$ cat src/hw/flash_defines.svh
`ifndef FLASH_DEFINES_SVH
`define FLASH_DEFINES_SVH

// Recognised read opcodes.
`define OP_LEGACY     8'hE8
`define OP_FAST       8'h1B

// Bit counts since select, counted on rising serial clock edges.
`define OP_BITS       7'h08
`define HDR_BITS      7'h20
`define LEGACY_END    7'h40
`define FAST_END      7'h30

// Last byte offset of a page in each page-size mode, and the last page.
`define LAST_OFF_528  10'h20F
`define LAST_OFF_512  10'h1FF
`define LAST_PAGE     13'h1FFF

// Serial byte shifting.
`define BYTE_LAST     3'h7
`define UNDERRUN_BYTE 8'hFF

// Read-ahead buffer shape and the number of synchronised pins.
`define FIFO_DEPTH    8
`define FIFO_WIDTH    8
`define INFL_MAX      4'h8
`define SYNC_W        4
`define SYNC_RST      4'h9

`endif

$ cat src/hw/flash_pkg.sv
package flash_pkg;

	// Command phases of the serial front end.
	typedef enum logic [2:0]
	{
		ST_IDLE,
		ST_OPCODE,
		ST_ADDR,
		ST_DUMMY,
		ST_DATA,
		ST_IGNORE
	} phase_t;

	// Complete state of the front end.
	typedef struct packed
	{
		phase_t      phase;
		logic        sck_d;
		logic [6:0]  bits;
		logic [7:0]  op;
		logic [23:0] addr;
		logic        pg512;
		logic [12:0] page;
		logic [9:0]  off;
		logic [9:0]  buf_off;
		logic [3:0]  infl;
		logic        pf_on;
		logic [7:0]  sh;
		logic [2:0]  bcnt;
		logic        so;
		logic        so_oe;
	} main_state_t;

endpackage

$ cat src/hw/bit_sync.sv
module bit_sync
	import flash_pkg::*;
#(
	parameter int                WIDTH   = 1,
	parameter logic [WIDTH-1:0]  RST_VAL = '0
)
(
	input  wire logic             mclk,   // System clock.
	input  wire logic             reset,  // Synchronous reset, active high.
	input  wire logic [WIDTH-1:0] d,      // Asynchronous inputs.
	output logic      [WIDTH-1:0] q       // Synchronised outputs.
);

	typedef struct packed
	{
		logic [WIDTH-1:0] s1;
		logic [WIDTH-1:0] s2;
	} sync_state_t;

	sync_state_t st_ff;
	sync_state_t nxt_st;

	// The first stage feeds only the second stage, never any logic.
	always_comb
	begin
		nxt_st.s1 = d;
		nxt_st.s2 = st_ff.s1;
	end

	always_ff @(posedge mclk)
	begin
		if (reset)
		begin
			st_ff <= {RST_VAL, RST_VAL};
		end
		else
		begin
			st_ff <= nxt_st;
		end
	end

	assign q = st_ff.s2;

endmodule

$ cat src/hw/stream_fifo.sv
module stream_fifo
	import flash_pkg::*;
#(
	parameter int WIDTH = 8,
	parameter int DEPTH = 8
)
(
	input  wire logic             mclk,       // System clock.
	input  wire logic             reset,      // Synchronous reset, active high.
	input  wire logic             in_valid,   // Write data offered.
	output logic                  in_ready,   // Space available.
	input  wire logic [WIDTH-1:0] in_data,    // Write data.
	output logic                  out_valid,  // Read data available.
	input  wire logic             out_ready,  // Reader takes the head word.
	output logic      [WIDTH-1:0] out_data    // Head word.
);

	localparam int AW = $clog2(DEPTH);

	typedef struct packed
	{
		logic [DEPTH-1:0][WIDTH-1:0] mem;
		logic [AW-1:0]               wp;
		logic [AW-1:0]               rp;
		logic [AW:0]                 cnt;
	} fifo_state_t;

	fifo_state_t st_ff;
	fifo_state_t nxt_st;
	logic        push;
	logic        pop;

	// Full and empty come straight from the occupancy count.
	assign in_ready  = (st_ff.cnt != (AW+1)'(DEPTH));
	assign out_valid = (st_ff.cnt != '0);
	assign out_data  = st_ff.mem[st_ff.rp];
	assign push      = in_valid && in_ready;
	assign pop       = out_valid && out_ready;

	// Pointers wrap explicitly so a depth that is not a power of two also works.
	always_comb
	begin
		nxt_st = st_ff;
		if (push)
		begin
			nxt_st.mem[st_ff.wp] = in_data;
			nxt_st.wp = (st_ff.wp == AW'(DEPTH - 1)) ? '0 : AW'(st_ff.wp + 1'b1);
		end
		if (pop)
		begin
			nxt_st.rp = (st_ff.rp == AW'(DEPTH - 1)) ? '0 : AW'(st_ff.rp + 1'b1);
		end
		nxt_st.cnt = (AW+1)'(st_ff.cnt + push - pop);
	end

	always_ff @(posedge mclk)
	begin
		if (reset)
		begin
			st_ff <= '0;
		end
		else
		begin
			st_ff <= nxt_st;
		end
	end

endmodule

$ cat src/hw/serial_flash_continuous_read.sv
`include "flash_defines.svh"
// Summary of operation
// - Select falling starts a command: 8-bit opcode, then address.
// - With select low each rising serial clock edge loads one SI bit.
// - All opcode, address and data bytes travel most significant bit first.
// - Always three address bytes; don't-care bits depend on operation and page size.
// - 528-byte pages: 13-bit page number, then 10-bit byte offset.
// - 528-byte pages: buffer byte address is 10 bits wide.
// - 512-byte pages: 9-bit buffer offset; 22-bit address, 13 page, 9 byte.
// - Opcode E8h: address, four dummy bytes, then data on SO.
// - Dummy bytes are read setup; no array data before they end.
// - Opcode 1Bh: address, two dummy bytes, then data on SO.
// - Internal address counter advances as data streams out.
// - End of page continues at next page without pause.
// - End of array wraps to first page without pause.
// - Select rising ends the read at once and floats SO.
// - Continuous reads come straight from the array, buffers untouched.
// - Works in serial clock modes 0 and 3.
// - SI sampled on rising edges, ignored while deselected.
// - SO changes on falling edges, floats while deselected.
// - Reset pin low aborts and holds idle until it rises.
module serial_flash_continuous_read
	import flash_pkg::*;
(
	input  wire logic        mclk,          // System clock, 10 MHz.
	input  wire logic        reset,         // Synchronous reset, active high.
	input  wire logic        rst_pin_n,     // Hardware reset pin, active low.
	input  wire logic        cs_n,          // Chip select pin, active low.
	input  wire logic        sck,           // Serial clock pin.
	input  wire logic        si,            // Serial data in pin.
	output logic             so,            // Serial data out.
	output logic             so_oe,         // Drive enable for serial data out.
	input  wire logic        page_size_512, // Page-size state, 1 selects 512.
	output logic             arr_req,       // Array byte read request.
	input  wire logic        arr_gnt,       // Array accepts the request.
	output logic      [12:0] arr_page,      // Requested page number.
	output logic      [9:0]  arr_off,       // Requested byte offset.
	input  wire logic        arr_rvalid,    // Array returns a byte.
	output logic             arr_rready,    // Read-ahead buffer has room.
	input  wire logic [7:0]  arr_rdata,     // Returned byte.
	output logic      [9:0]  cmd_buf_off    // Buffer byte offset of last address.
);

	main_state_t st_ff;
	main_state_t nxt_st;

	logic [`SYNC_W-1:0] sync_q;
	logic               cs_n_s;
	logic               sck_s;
	logic               si_s;
	logic               rstn_s;
	logic               sck_rise;
	logic               sck_fall;
	logic               fire;
	logic               pop;
	logic               load;
	logic               fifo_ovalid;
	logic [7:0]         fifo_odata;
	logic [9:0]         last_off;
	logic [6:0]         hdr_end;
	logic [6:0]         nbits;
	logic [7:0]         nop;
	logic [23:0]        naddr;
	logic [7:0]         byte_in;

	// Every pin crosses two flip-flops before any logic looks at it.
	bit_sync #(
		.WIDTH   (`SYNC_W),
		.RST_VAL (`SYNC_RST)
	) u_sync (
		.mclk  (mclk),
		.reset (reset),
		.d     ({rst_pin_n, si, sck, cs_n}),
		.q     (sync_q)
	);

	assign cs_n_s = sync_q[0];
	assign sck_s  = sync_q[1];
	assign si_s   = sync_q[2];
	assign rstn_s = sync_q[3];

	// edge based timing
	// Edges rather than levels make the idle clock level irrelevant.
	assign sck_rise = sck_s && !st_ff.sck_d;
	assign sck_fall = !sck_s && st_ff.sck_d;

	assign last_off = st_ff.pg512 ? `LAST_OFF_512 : `LAST_OFF_528;
	assign hdr_end  = (st_ff.op == `OP_LEGACY) ? `LEGACY_END : `FAST_END;

	// read only path
	// The array port only reads, and no buffer is touched on this path.
	assign arr_req  = st_ff.pf_on && (st_ff.infl < `INFL_MAX);
	assign fire     = arr_req && arr_gnt;
	assign arr_page = st_ff.page;
	assign arr_off  = st_ff.off;

	// Read-ahead buffer; requests are limited so it can never overflow.
	stream_fifo #(
		.WIDTH (`FIFO_WIDTH),
		.DEPTH (`FIFO_DEPTH)
	) u_fifo (
		.mclk      (mclk),
		.reset     (reset),
		.in_valid  (arr_rvalid),
		.in_ready  (arr_rready),
		.in_data   (arr_rdata),
		.out_valid (fifo_ovalid),
		.out_ready (pop),
		.out_data  (fifo_odata)
	);

	// Stale bytes from an aborted read are discarded while prefetch is off.
	assign pop = fifo_ovalid && (load || !st_ff.pf_on);

	// Byte to shift next; an empty buffer means the host outran the array.
	assign byte_in = fifo_ovalid ? fifo_odata : `UNDERRUN_BYTE;

	// Next state of the command front end.
	always_comb
	begin
		nxt_st = st_ff;
		nbits = 7'(st_ff.bits + 7'h01);
		nop = {st_ff.op[6:0], si_s};
		naddr = {st_ff.addr[22:0], si_s};
		load = 1'b0;
		nxt_st.sck_d = sck_s;

		if (fire)
		begin
			if (st_ff.off >= last_off)
			begin
				nxt_st.off = '0;
				nxt_st.page = 13'(st_ff.page + 13'h0001);
			end
			else
			begin
				nxt_st.off = 10'(st_ff.off + 10'h001);
			end
		end
		// Prefetch starts only once earlier requests have all come home.
		nxt_st.pf_on = ((st_ff.phase == ST_DUMMY) || (st_ff.phase == ST_DATA))
			&& (st_ff.pf_on || (st_ff.infl == 4'h0));

		if (cs_n_s || !rstn_s)
		begin
			nxt_st.phase = ST_IDLE;
			nxt_st.bits = '0;
			nxt_st.so_oe = 1'b0;
			nxt_st.pf_on = 1'b0;
		end
		else
		begin
			case (st_ff.phase)
				ST_IDLE:
				begin
					nxt_st.phase = ST_OPCODE;
					nxt_st.pg512 = page_size_512;
					nxt_st.bits = '0;
				end
				ST_OPCODE:
				begin
					if (sck_rise)
					begin
						nxt_st.bits = nbits;
						nxt_st.op = nop;
						if (nbits == `OP_BITS)
						begin
							if ((nop == `OP_LEGACY) || (nop == `OP_FAST))
							begin
								nxt_st.phase = ST_ADDR;
							end
							else
							begin
								nxt_st.phase = ST_IGNORE;
							end
						end
					end
				end
				ST_ADDR:
				begin
					if (sck_rise)
					begin
						nxt_st.bits = nbits;
						nxt_st.addr = naddr;
						if (nbits == `HDR_BITS)
						begin
							nxt_st.phase = ST_DUMMY;
							if (st_ff.pg512)
							begin
								nxt_st.page = naddr[21:9];
								nxt_st.off = {1'b0, naddr[8:0]};
								nxt_st.buf_off = {1'b0, naddr[8:0]};
							end
							else
							begin
								nxt_st.page = naddr[22:10];
								nxt_st.off = naddr[9:0];
								nxt_st.buf_off = naddr[9:0];
							end
						end
					end
				end
				ST_DUMMY:
				begin
					if (sck_rise)
					begin
						nxt_st.bits = nbits;
						if (nbits == hdr_end)
						begin
							nxt_st.phase = ST_DATA;
							nxt_st.bcnt = '0;
						end
					end
				end
				ST_DATA:
				begin
					if (sck_fall)
					begin
						if (st_ff.bcnt == '0)
						begin
							load = 1'b1;
							nxt_st.so = byte_in[7];
							nxt_st.sh = {byte_in[6:0], 1'b0};
							nxt_st.bcnt = `BYTE_LAST;
							nxt_st.so_oe = 1'b1;
						end
						else
						begin
							nxt_st.so = st_ff.sh[7];
							nxt_st.sh = {st_ff.sh[6:0], 1'b0};
							nxt_st.bcnt = 3'(st_ff.bcnt - 3'h1);
						end
					end
				end
				ST_IGNORE:
				begin
					nxt_st.so_oe = 1'b0;
				end
				default:
				begin
					nxt_st.phase = ST_IDLE;
				end
			endcase
		end
		// Pop is rebuilt here from load, so this process never reads its own result.
		nxt_st.infl = 4'(st_ff.infl + {3'h0, fire} - {3'h0, fifo_ovalid && (load || !st_ff.pf_on)});
	end

	// Single register for the whole front end.
	always_ff @(posedge mclk)
	begin
		if (reset)
		begin
			st_ff <= '0;
		end
		else
		begin
			st_ff <= nxt_st;
		end
	end

	assign so          = st_ff.so;
	assign so_oe       = st_ff.so_oe;
	assign cmd_buf_off = st_ff.buf_off;
endmodule

$ cat config.mk
export PLATFORM = sky130hd
export DESIGN_NAME = serial_flash_continuous_read
export DESIGN_NICKNAME = d
export VERILOG_FILES = /design/src/hw/flash_pkg.sv /design/src/hw/bit_sync.sv /design/src/hw/stream_fifo.sv /design/src/hw/serial_flash_continuous_read.sv
export VERILOG_INCLUDE_DIRS = /design/src /design/src/hw
export SDC_FILE = /design/constraint.sdc
export NUM_CORES = 1
export LEC_CHECK = 0
export BUFFER_PORTS_ARGS = -buffer_cell sky130_fd_sc_hd__buf_2
export CORE_ASPECT_RATIO = 1.75
export CORE_MARGIN = 2
export CORE_UTILIZATION = 25
export DETAILED_ROUTE_END_ITERATION = 10
export PLACE_DENSITY = 0.42
export RECOVER_POWER = 100
export SETUP_SLACK_MARGIN = 0.5
export SLEW_MARGIN = 20
export SYNTH_ARGS = -nofsm -noshare
export SYNTH_HDL_FRONTEND = slang
export SYNTH_SLANG_ARGS = --single-unit
$ cat constraint.sdc
create_clock -name mclk -period 3.1 [get_ports mclk]
set_input_delay 0.155 -clock mclk [delete_from_list [all_inputs] [get_ports mclk]]
set_output_delay 0.155 -clock mclk [all_outputs]
set_load 0.01 [all_outputs]
==> results by group <==
Run status
  • Status: finished with violations
  • Failing checks: max-capacitance violations, max-slew violations

Detailed routing
  • Via count: 6322
  • WL final: 20700 um
  • Drt first pass iters: 4
  • Antenna Nets Post-Route: 0
  • DRT iter0 DRCs: 298
  • DRC violations left: 0
  • WL per Instance: 14.8 um
  • Post-DR vias/cell: 4.51

Final layout
  • Nets@finish: 978
  • Antenna cells: 0
  • Fraction of layout cells with a size suffix above 1: 0.109
  • Syn-to-layout area delta: 12.7%
  • FILL cells: 3618

Floorplan
  • IO Pins: 54
  • Die Width: 143 um
  • Die area: 0.0353 mm^2
  • # rows: 89
  • Starting Density: 0.252
  • Die height: 247 um
  • Core Region: 0.0335 mm^2

Clock network
  • CTS max path bufs: 2
  • Clock slew at reported path FFs: 0.08 ns
  • CTS root buffer: clkbuf_16
  • H-tree levels: 4
  • CTS tree: built
  • Worst skew pair latency: 0.45 ns
  • Cts bufs inserted: 17
  • TritonCTS Sinks: 174
  • Post-CTS Setup Bufs: 0

STA
  • Worst clock skew: 0.0156 ns
  • Max-slew headroom: -0.648
  • FMAX: 0.371 GHz
  • Slew Limit Fails: 52
  • Fin. Hold Viols: 0
  • Worst slew pin tran: 2.47 ns
  • Final worst setup slack: 0.405 ns
  • Finish-stage setup viols: 0
  • Setup TNS: 0 ns
  • Fin crit share: 0.870
  • Crit path time final: 2.70 ns
  • RSZ-0062 raised after global routing: false

Yosys
  • #FFs+latches synth: 174
  • Net Count, Synth: 975
  • Compound-gate portion of the synthesized area: 0.116
  • Yosys warning count: 0
  • Netlist cell types: 66
  • Post-synthesis simple-gate area fraction: 0.188
  • Mapped Cells: 930
  • Syn avg cell area: 9.07 um^2
  • Post-synthesis sequential area ratio: 0.413
  • Post-Synth Adder-Cell Area: 0.0433
  • Asr flop ratio synth: 0
  • Post-synth top area share: 0.413
  • Largest family of logic cells by synthesized area: simple AND/OR/NAND/NOR gates
  • Number of synthesized flops with an enable pin: 0
  • Ys flop type: dfxtp_1
  • Post-synth top area cell: dfxtp_1
  • Largest cells by area after synthesis: dfxtp_1 (41%), mux2i_1 (10%), nor2_1 (5.5%), mux4_2 (4.3%), nand2_1 (4.2%)
  • Syn Std Cell Area: 0.00844 mm^2
  • Post-synthesis mux area share: 0.142
  • Post-Synth XOR/XNOR Area: 0.0259

Global route
  • Initial antenna violation count: 0
  • Overall routing resource usage: 0.121
  • Vias in the first global route: 6277
  • Grt ovf: 0
  • First-pass GRT wire length: 33300 um
  • Largest net degree at the start of global routing: 86

Critical path
  • CP Launch Point: u_fifo.st_ff[2]
  • Crit path max fanout: 8
  • Critical path class: reg2reg
  • FF-to-FF Start: u_fifo.st_ff[2]
  • Reg2reg path depth: 9
  • Reg2reg setup slack: 0.40 ns
  • Worst setup SP type: flop
  • Critical Path Max Stage Delay: 0.53 ns
  • Worst R2R End: u_fifo.st_ff[73]
  • CP max stage cell: clkbuf_1
  • Worst EP arrival: 2.94 ns
  • Worst setup EP type: flop
  • Required @ worst endpoint: 3.35 ns
  • Worst-path cell chain: inv_1, ha_1, nand2_1, nand2_1, clkinv_1, nand4_1, clkbuf_1, mux2i_1, nor2_1
  • Critical Path Most Common Cell: nand2_1

Worst hold path
  • Hold depth: 3
  • End of the worst hold path: u_fifo.st_ff[57]
  • Min-delay worst type: in2reg
  • Hold Startpoint: arr_rdata[7]

Power and ir drop
  • Leak: 3.63 nW
  • Peak VDD IR: 380 uV
  • Power density over the cells: 592 mW/mm^2
  • Total power: 5.63 mW

Placed design
  • Pre-CTS setup slack: 0.559 ns
  • RePlAce Congestion: 0.741
  • I/O Buffers: 53
  • DP Wirelength: 14900 um

Flow run
  • Max Cap Viol: 1
flip-flops by register name, summed over array words and instances, names as in the netlist, 4 cells and up:
register,flops
nop,7
naddr,22
arr_page,13
arr_off,10
u_fifo.st_ff,74
st_ff,28
cmd_buf_off,10
u_sync.nxt_st,4
u_sync.q,4
per-stage QoR:
step,hold WS (ns),util,cell area (um^2),std cells
after floorplan,0.259,-,8440,930
after CTS,0.0411,0.286,9600,1401
final,0.0673,0.284,9510,1401
after global placement,0.378,0.267,8940,1364
after global routing,0.0522,0.284,9510,1401
after detailed placement,0.368,0.267,8940,1364
worst max path at each step:
stage                  endpoint  slack [ns]  depth (start not counted)
6_report       u_fifo.st_ff[73]        0.40                          9
5_1_grt                st_ff[4]        0.26                          6
3_3_place_gp        arr_page[5]        0.61                          7
2_1_floorplan   u_fifo.st_ff[1]        0.50                         11
4_1_cts            arr_page[10]        0.54                          7
3_5_place_dp       arr_page[10]        0.56                          7
area by class of cell:
class | instances | area [um^2] | share of cell area
flip-flops and latches | 174 | 3490 | 0.366
clock inverters | 14 | 170 | 0.0179
multi-input cells | 639 | 4350 | 0.457
well taps | 455 | 569 | 0.0598
repair buffers | 80 | 420 | 0.0442
inverters | 21 | 78.8 | 0.00829
clock buffers | 18 | 439 | 0.0462
kinds of logic (layout without fill, tap and decap cells):
logic type               count (synthesis)  in the layout
AO/OA/AOI/OAI                          151            151
XOR/XNOR                                25             25
adder cells (fa/ha/maj)                 28             28
buffers and inverters                  117            133
flip-flops                             174            174
multiplexers                           100            100
AND/OR/NAND/NOR                        335            335
where the power goes:
part | internal, mW | switching (mW) | leakage, nW
clock network | 1.18 | 1.03 | 0.300
logic | 0.458 | 0.491 | 1.92
registers | 2.34 | 0.137 | 1.41
total | 3.97 | 1.66 | 3.63
worst max-delay path, delay by kind of cell, from the launching register on:
kind	cells	cell delay, ns
muxes	1	0.25
buffers and inverters	3	0.98
and+or+nand+nor	4	0.80
DFF	1	0.30
adders and majority gates	1	0.16
cells in the final DEF, fill, tap and decap left out, types with 4 or more instances in the layout:
cell type      synthesis  layout
and2_1                15      12
o21ai_0                9       9
clkbuf_16              0      17
or2_2                  5       5
a311oi_1               4       4
buf_2                 10      15
buf_4                 35      14
mux2i_1               84      84
nand4_1               20      20
nand3b_1               6       6
clkbuf_1              44      44
nor3_1                 7       7
nand3_1               14      14
nor2_1               124     123
dlygate4sd3_1          0       5
dfxtp_1              174     172
a211oi_1              35      36
inv_1                 20      20
inv_6                  0       5
ha_1                  26      25
a21oi_1               71      71
and3_1                 7       7
nor2b_1               15      15
xor2_1                16      16
xnor2_1                9       9
a31oi_1                5       5
mux4_2                16      16
nand2b_1               6       6
nand2_1               95      95
synth_stat cells (7+ instances only):
cell type,instances
nand3_1,14
nand4_1,20
nand2_1,95
xor2_1,16
ha_1,26
nor2_1,124
mux2i_1,84
buf_2,10
o21ai_0,9
xnor2_1,9
dfxtp_1,174
mux4_2,16
nor3_1,7
a21oi_1,71
buf_4,35
and2_1,15
inv_1,20
nor2b_1,15
clkbuf_1,44
and3_1,7
a211oi_1,35
metal layers:
layer,GRT usage,part of all wire,up-vias
met2,0.231,0.55,76
met1,0.130,0.41,3026
met4,0.0422,0.015,0
li1,-,-,3202
met5,0,0,-
met3,0.0242,0.026,18
timing repair:
item | in CTS | in global routing
hold endpoints to repair | 5 | 0
gates resized for setup | 0 | 7
endpoints found under the setup margin | 0 | 39
hold buffers | 5 | 0
No activity file was read; power rests on OpenSTA's default activity.
